**src/status_word_pkg.sv**
```systemverilog
// Package of constants for the input/output module status word
package status_word_pkg;
  localparam logic [15:0] STATUS_WORD_ADDR = 16'h9C4E;
  localparam int          WORD_W           = 16;
  localparam int          CONTACT_N        = 6;
  localparam int          RELAY_N          = 2;
  localparam logic [15:0] STATUS_RESET     = 16'h0000;
  localparam logic [15:0] READ_UNMAPPED    = 16'h0000;
  // Bit positions inside the status word
  localparam int BIT_LOCATION    = 15;
  localparam int BIT_ACTIVATE_IN = 14;
  localparam int BIT_RETURN_IN   = 13;
  localparam int BIT_THERMAL_IN  = 12;
  localparam int BIT_FEEDBACK_IN = 11;
  localparam int BIT_SWITCHOFF   = 10;
  localparam int BIT_ALARM       = 8;
  localparam int BIT_RELAY_ONE   = 7;
  localparam int BIT_RELAY_TWO   = 6;

  typedef enum logic [1:0] {
    MODE_PLAIN_IO,
    MODE_MOTOR,
    MODE_MOTOR_VALVE,
    MODE_AIR_VALVE
  } op_mode_e;
endpackage

```
**src/in_sync.sv**
```systemverilog
// Two-flop synchroniser bank for the contact inputs
module in_sync #(
  parameter int W = 6
) (
  input  wire logic         clk_sys_in,
  input  wire logic         rstn_in,
  input  wire logic         ce_in,
  input  wire logic [W-1:0] async_in,
  output logic      [W-1:0] sync_out
);
  logic [W-1:0] stage_one_r;
  logic [W-1:0] stage_two_r;
  logic [W-1:0] stage_one_nxt;
  logic [W-1:0] stage_two_nxt;

  // Next values: hold while clock enable is low
  always_comb begin
    stage_one_nxt = ce_in ? async_in : stage_one_r;
    stage_two_nxt = ce_in ? stage_one_r : stage_two_r;
  end

  // First stage is read only by the second stage
  always_ff @(posedge clk_sys_in or negedge rstn_in) begin
    if (!rstn_in) begin
      stage_one_r <= '0;
      stage_two_r <= '0;
    end else begin
      stage_one_r <= stage_one_nxt;
      stage_two_r <= stage_two_nxt;
    end
  end

  assign sync_out = stage_two_r;
endmodule

```
**src/io_module_status_word.sv**
```systemverilog
// Read-only status word of the digital input/output module
module io_module_status_word (
  input  wire logic        clk_sys_in,
  input  wire logic        rstn_in,
  input  wire logic        ce_in,
  input  wire logic [1:0]  op_mode_in,
  input  wire logic        contact_in_one,
  input  wire logic        contact_in_two,
  input  wire logic        contact_in_three,
  input  wire logic        contact_in_four,
  input  wire logic        contact_in_five,
  input  wire logic        contact_in_six,
  input  wire logic        alarm_active_in,
  input  wire logic        relay_out_one,
  input  wire logic        relay_out_two,
  input  wire logic        rd_en_in,
  input  wire logic [15:0] rd_addr_in,
  output logic      [15:0] rd_data_out,
  output logic             rd_valid_out,
  output logic      [15:0] status_word_out
);
  localparam int CN = status_word_pkg::CONTACT_N;

  logic          rst_meta_r;
  logic          rst_sync_r;
  logic [CN-1:0] contacts_raw;
  logic [CN-1:0] contacts_s;
  logic [15:0]   status_r;
  logic [15:0]   status_nxt;
  logic [15:0]   rd_data_r;
  logic [15:0]   rd_data_nxt;
  logic          rd_valid_r;
  logic          rd_valid_nxt;
  status_word_pkg::op_mode_e mode;

  // Reset release through two flops
  always_ff @(posedge clk_sys_in or negedge rstn_in) begin
    if (!rstn_in) begin
      rst_meta_r <= 1'b0;
      rst_sync_r <= 1'b0;
    end else begin
      rst_meta_r <= 1'b1;
      rst_sync_r <= rst_meta_r;
    end
  end

  // Contact pins come from the field, so synchronise them
  assign contacts_raw = {contact_in_six, contact_in_five, contact_in_four,
                         contact_in_three, contact_in_two, contact_in_one};

  in_sync #(
    .W(CN)
  ) u_sync (
    .clk_sys_in (clk_sys_in),
    .rstn_in    (rst_sync_r),
    .ce_in      (ce_in),
    .async_in   (contacts_raw),
    .sync_out   (contacts_s)
  );

  assign mode = status_word_pkg::op_mode_e'(op_mode_in);

  // Address decode for the data path only; valid follows rd_en_in alone
  function automatic logic hit(input logic [15:0] addr);
    hit = (addr == status_word_pkg::STATUS_WORD_ADDR);
  endfunction

  // Assemble the word; the contact wiring is the same in every mode,
  // only the meaning of each bit changes, so mode is decoded for clarity
  always_comb begin
    status_nxt = status_r;
    if (ce_in) begin
      status_nxt = status_word_pkg::STATUS_RESET;
      case (mode)
        status_word_pkg::MODE_PLAIN_IO: begin
          status_nxt[status_word_pkg::BIT_LOCATION] = contacts_s[0];
        end
        status_word_pkg::MODE_MOTOR,
        status_word_pkg::MODE_MOTOR_VALVE,
        status_word_pkg::MODE_AIR_VALVE: begin
          // Contact one serves as the local/remote selector here
          status_nxt[status_word_pkg::BIT_LOCATION] = contacts_s[0];
        end
        default: begin
          status_nxt[status_word_pkg::BIT_LOCATION] = contacts_s[0];
        end
      endcase
      status_nxt[status_word_pkg::BIT_ACTIVATE_IN] = contacts_s[1];
      status_nxt[status_word_pkg::BIT_RETURN_IN]   = contacts_s[2];
      status_nxt[status_word_pkg::BIT_THERMAL_IN]  = contacts_s[3];
      status_nxt[status_word_pkg::BIT_FEEDBACK_IN] = contacts_s[4];
      status_nxt[status_word_pkg::BIT_SWITCHOFF]   = contacts_s[5];
      status_nxt[status_word_pkg::BIT_ALARM]       = alarm_active_in;
      // Relays are driven on this clock, so no synchroniser needed
      status_nxt[status_word_pkg::BIT_RELAY_ONE]   = relay_out_one;
      status_nxt[status_word_pkg::BIT_RELAY_TWO]   = relay_out_two;
    end
  end

  // Read port: one cycle latency, unmapped addresses read zero
  always_comb begin
    rd_data_nxt  = rd_data_r;
    rd_valid_nxt = rd_valid_r;
    if (ce_in) begin
      rd_valid_nxt = rd_en_in;
      if (rd_en_in && hit(rd_addr_in)) begin
        rd_data_nxt = status_nxt;
      end else begin
        rd_data_nxt = status_word_pkg::READ_UNMAPPED;
      end
    end
  end

  // Register stage
  always_ff @(posedge clk_sys_in or negedge rst_sync_r) begin
    if (!rst_sync_r) begin
      status_r   <= status_word_pkg::STATUS_RESET;
      rd_data_r  <= status_word_pkg::STATUS_RESET;
      rd_valid_r <= 1'b0;
    end else begin
      status_r   <= status_nxt;
      rd_data_r  <= rd_data_nxt;
      rd_valid_r <= rd_valid_nxt;
    end
  end

  assign rd_data_out     = rd_data_r;
  assign rd_valid_out    = rd_valid_r;
  assign status_word_out = status_r;
endmodule

```
**config.mk**
```make
export PLATFORM = sky130hd
export DESIGN_NAME = io_module_status_word
export DESIGN_NICKNAME = d
export VERILOG_FILES = /design/src/status_word_pkg.sv /design/src/in_sync.sv /design/src/io_module_status_word.sv
export SDC_FILE = /design/constraint.sdc
export NUM_CORES = 1
export LEC_CHECK = 0
export BUFFER_PORTS_ARGS = -buffer_cell sky130_fd_sc_hd__buf_2
export CAP_MARGIN = 10
export CORE_MARGIN = 10
export CORE_UTILIZATION = 35
export CTS_CLUSTER_SIZE = 16
export DETAILED_ROUTE_END_ITERATION = 7
export GPL_TIMING_DRIVEN = 0
export HOLD_SLACK_MARGIN = 0.1
export PLACE_DENSITY = 0.6
export SLEW_MARGIN = 40
export SYNTH_ARGS = -nofsm -noshare
export SYNTH_HDL_FRONTEND = slang
export SYNTH_SLANG_ARGS = --single-unit
```
**constraint.sdc**
```tcl
create_clock -name clk_sys_in -period 4.6 [get_ports clk_sys_in]
set_clock_uncertainty 0.05 [all_clocks]
set_input_delay 0.92 -clock clk_sys_in [delete_from_list [all_inputs] [get_ports clk_sys_in]]
set_output_delay 0.92 -clock clk_sys_in [all_outputs]
set_load 0.005 [all_outputs]
```
== Yosys cells after proc, flatten, opt, wreduce, memory -nomap -nowiden ==
Cells that the tools add are included.
Word-level totals
  flip-flop bits (word level): 47
  input bits: 31
  output and inout bits: 33
Operators by class
  eq/ne operators: 4
  mux-type cells: 3
  reductions and logical operators: 3
Operators by type and width (number)
  two-way mux 16 bit: 2
  equality test 16 bit, second input constant: 1
  equality test 2 bit, second input constant: 2
  OR reduction 4 bit: 1
  equality test 2 x 1 -> 1 bit, second input constant: 1
  zero test 2 bit: 1
  logical AND 1 bit: 1
  two-way mux 1 bit: 1

== Logic depth before layout (Yosys ltp) ==
  depth after elaboration: 5
  mapped depth: 4
  depth with buffers taken out: 3

== Cells and area by module ==
Synthesis repeated with hierarchy kept, for this count alone.
Unflattened totals
  cell total of the unflattened synthesis: 131
  area total of the unflattened synthesis: 1840.5 sq um
Modules (own cells, without submodules)
  io_module_status_word: times used 1, cells an instance 106, area each 1356.3 sq um, seq. area each 875.8 sq um
  in_sync: times used 1, cells an instance 25, area each 484.2 sq um, seq. area each 300.3 sq um

== Worst setup path after synthesis ==
Ideal clock, no wire load.
  path type: input to register
  from: input ce_in
  to: register u_sync.stage_one_r[0]
  setup time: 0.125 ns
  arrival time: 1.628 ns
  data required time: 4.425 ns
  slack: 2.797 ns
  cell stages on the path: 3
  path buffers: 2
  path through: buf_2 -> buf_2 -> mux2_2
RTL lines
  from (decl): RTL line io_module_status_word.sv:5  | input wire logic ce_in,
  to (signal assigned): RTL line in_sync.sv:28  | stage_one_r <= stage_one_nxt;
  to (decl): RTL line in_sync.sv:11  | logic [W-1:0] stage_one_r;
No word-level cell between the ends.

== Final worst setup path ==
  from: register status_r[11], in the netlist status_word_out[11]
  to: output status_word_out[11]
RTL lines
  from (decl): RTL line io_module_status_word.sv:28  | logic [15:0] status_r;
  from (signal assigned): RTL line io_module_status_word.sv:117  | status_r <= status_word_pkg::STATUS_RESET;
  from (signal assigned): RTL line io_module_status_word.sv:121  | status_r <= status_nxt;
  to (decl): RTL line io_module_status_word.sv:20  | output logic [15:0] status_word_out
No word-level cell between the ends.

==> results.py <==
metrics = {
    "grt": {
        "grt_use_met3": 0.0477,
        "antenna_found_initial": 0,
        "grt_start_max_net_pins": 35,
        "grt_use_met2": 0.138,
        "grt_pass1_vias": 1228,
        "globalRoute.busiestLayer": "met2",
        "grtUsageTotal": 0.0923,
        "grt_first_pass_wirelength_mm": 6.20,
        "met1_usage": 0.107,
        "grt-ovfl-total": 0,
    },
    "setup_path": {
        "critPathMaxFanout": 2,
        "required_ns": 3.63,
        "crit_family": "flip-flops",
        "cp_slowest_cell": "dfrtp_1",
        "critical_path_class": "flip-flop to primary output",
        "cp.buffers_inverters": 1,
        "crit_chain": "buf_2",
        "critical_path_arrival_ns": 0.83,
        "max_stage_delay_ns": 0.40,
        "worstSetupStartpointType": "flip-flop",
        "cp_num_cells": 1,
        "endpoint_kind": "primary output",
        "reg2regPathDepth": 2,
    },
    "timing": {
        "timing.fmax_mhz": 555,
        "slew_viol_final": 0,
        "setup_viol": 0,
        "hold_viol": 0,
        "fin_crit_ns": 1.80,
        "setup_tns_ns": 0,
        "rsz0062_at_grt": "no",
        "period_share": 0.392,
    },
    "route": {
        "drt-total-wl_mm": 3.78,
        "drt-wirelength-per-cell_um": 14.2,
        "drc_errors": 0,
        "detail-route-antenna-nets": 0,
        "drtPass1Iterations": 4,
        "drt_iter0_drc": 34,
        "vias": 1191,
        "vias_per_cell": 4.46,
    },
    "cells_and_area": {
        "post-route-cell-area_um2": 2280,
        "syn_to_final_growth_pct": 28.7,
        "regArea_um2": 1180,
        "drive_gt1_frac": 0.455,
        "nets": 230,
        "n_antenna_cell": 0,
        "multi_input_area_um2": 536,
        "fillCellCount": 483,
    },
    "min_path": {
        "hp-class": "flip-flop to async pin",
    },
    "clock_tree": {
        "clock_sinks": 47,
        "cts_tree": "done",
        "path_clk_slew_ns": 0.08,
        "postCtsHoldBufs": 0,
        "cts_made_buffers": 5,
        "cts_resized": 0,
        "clk_latency_ns": 0.29,
        "cts_setup_buffers": 0,
        "cts-root-buf": "clkbuf_8",
        "clk_path_buf_depth": 2,
        "h-tree-depth": 2,
    },
    "synth": {
        "syn_nets": 162,
        "synth.avg_cell_area_um2": 13.5,
        "synthDistinctLibCells": 17,
        "yosysSeqAreaShare": 0.664,
        "ys_seq_elements": 47,
        "yosysTopAreaCellShare": 0.664,
        "synthFlopType": "dfrtp_1",
        "yosysMostFrequentCell": "dfrtp_1",
        "synthTopCellsByCount": "47 x dfrtp_1, 14 x nor2b_1, 13 x mux2_2",
        "async_reset_ff_frac": 1.00,
        "synth_top_area_cell": "dfrtp_1",
        "synth_area_um2": 1770,
        "synth.area.top_cells": "dfrtp_1 66%, mux2_2 8.3%, nor2b_1 4.9%",
        "syn_inst": 131,
        "synth_edf_count": 0,
        "ys_warn_count": 0,
    },
    "placement": {
        "detailed_place_hpwl_mm": 2.89,
        "gp_congestion": 0.723,
        "place_area_um2": 2180,
        "port-buffer-count": 60,
    },
    "floorplanning": {
        "core_um2": 4820,
        "die_area_um2": 8310,
        "num_rows": 25,
        "start_util": 0.368,
        "ioPinCount": 64,
        "die-height_um": 91.1,
        "die_w_um": 91.1,
    },
    "power_and_ir_drop": {
        "ir_drop_mv": 0.205,
        "leakagePower_uw": 0.00121,
        "p_per_area_nw_per_um2": 348,
        "internal_power_uw": 613,
        "seq_power_share": 0.572,
        "p_sw_frac": 0.226,
        "p_clk_frac": 0.336,
        "power_frac_comb": 0.092,
        "p_sw_uw": 179,
    },
    "outcome": {
        "outcome": "complete, no violations",
    },
    "flow_run": {
        "cap_violations": 0,
    },
}
power groups by stage:
| stage | clock network, uW | registers (uW) | logic, uW |
|---|---|---|---|
| global route | 289 | 457 | 83.3 |
| global placement | 0 | 467 | 65.9 |
| CTS | 277 | 454 | 75.0 |
| floorplan | 0 | 463 | 34.3 |
| detailed placement | 0 | 462 | 74.8 |
| finish | 266 | 453 | 72.7 |
cell usage in the layout (no fill, tap or decap):
cell / instances
and4b_1: 1
and4bb_2: 1
buf_12: 1
buf_2: 63
clkbuf_1: 4
clkbuf_8: 7
conb_1: 1
dfrtp_1: 46
dfrtp_4: 1
inv_1: 9
mux2_2: 13
nand2_1: 9
nand2b_1: 9
nand4b_2: 1
nand4b_4: 1
nor2b_1: 14
nor4b_4: 1
o21ai_0: 9
o31ai_1: 7
o31ai_2: 2
per-stage QoR:
stage                     setup WS (ns)  hold slack [ns]  std cells   util  total power [uW]
after global routing               2.76            0.124        267  0.473               830
after CTS                          2.78            0.119        267  0.473               806
after detailed placement           2.51            0.119        259  0.452               537
after global placement             2.60            0.285        258  0.448               533
after floorplan                    2.80            0.281        131      -               497
final                              2.80            0.113        267  0.473               792
sequential cells by signal, summed over array words and instances (netlist names):
| signal | cells |
|---|---|
| rd_data_out | 16 |
| rd_valid_out | 1 |
| rst_meta_r | 1 |
| rst_sync_r | 1 |
| status_word_out | 16 |
| u_sync.stage_one_r | 6 |
| u_sync.sync_out | 6 |
metal layers:
metal,share of wire,up-vias
met1,0.43,572
met4,0.019,0
met5,0,-
met3,0.10,8
met2,0.45,45
li1,-,566
path summary, 6_finish.rpt:
path	to	start	slack, ns
setup reg to reg	rd_data_out[15]	u_sync.sync_out[0]	3.77
min in group clk_sys_in	rst_sync_r	rst_meta_r	0.30
hold / removal	rd_data_out[5]	rst_sync_r	0.11
setup / recovery	status_word_out[11]	status_word_out[11]	2.80
hold reg to reg	rd_data_out[5]	rst_sync_r	0.11
max in group asynchronous	rd_data_out[14]	rst_sync_r	3.98
final cells by class:
| type | count | area share |
|---|---|---|
| plain buffers | 6 | 0.0115 |
| clock buffers | 8 | 0.0439 |
| inverters | 9 | 0.0148 |
| multi-input cells | 69 | 0.235 |
| flip-flops and latches | 47 | 0.518 |
| well taps | 67 | 0.0368 |
| repair buffers | 61 | 0.141 |
logic make-up after synthesis:
family	count (synthesis)	share of synthesized area
flops	47	0.664
simple gates	37	0.148
other cells	1	0.00212
mux	13	0.0826
buf+inv	15	0.0339
compound gates	18	0.0692
No activity file was read; power rests on OpenSTA's default activity.
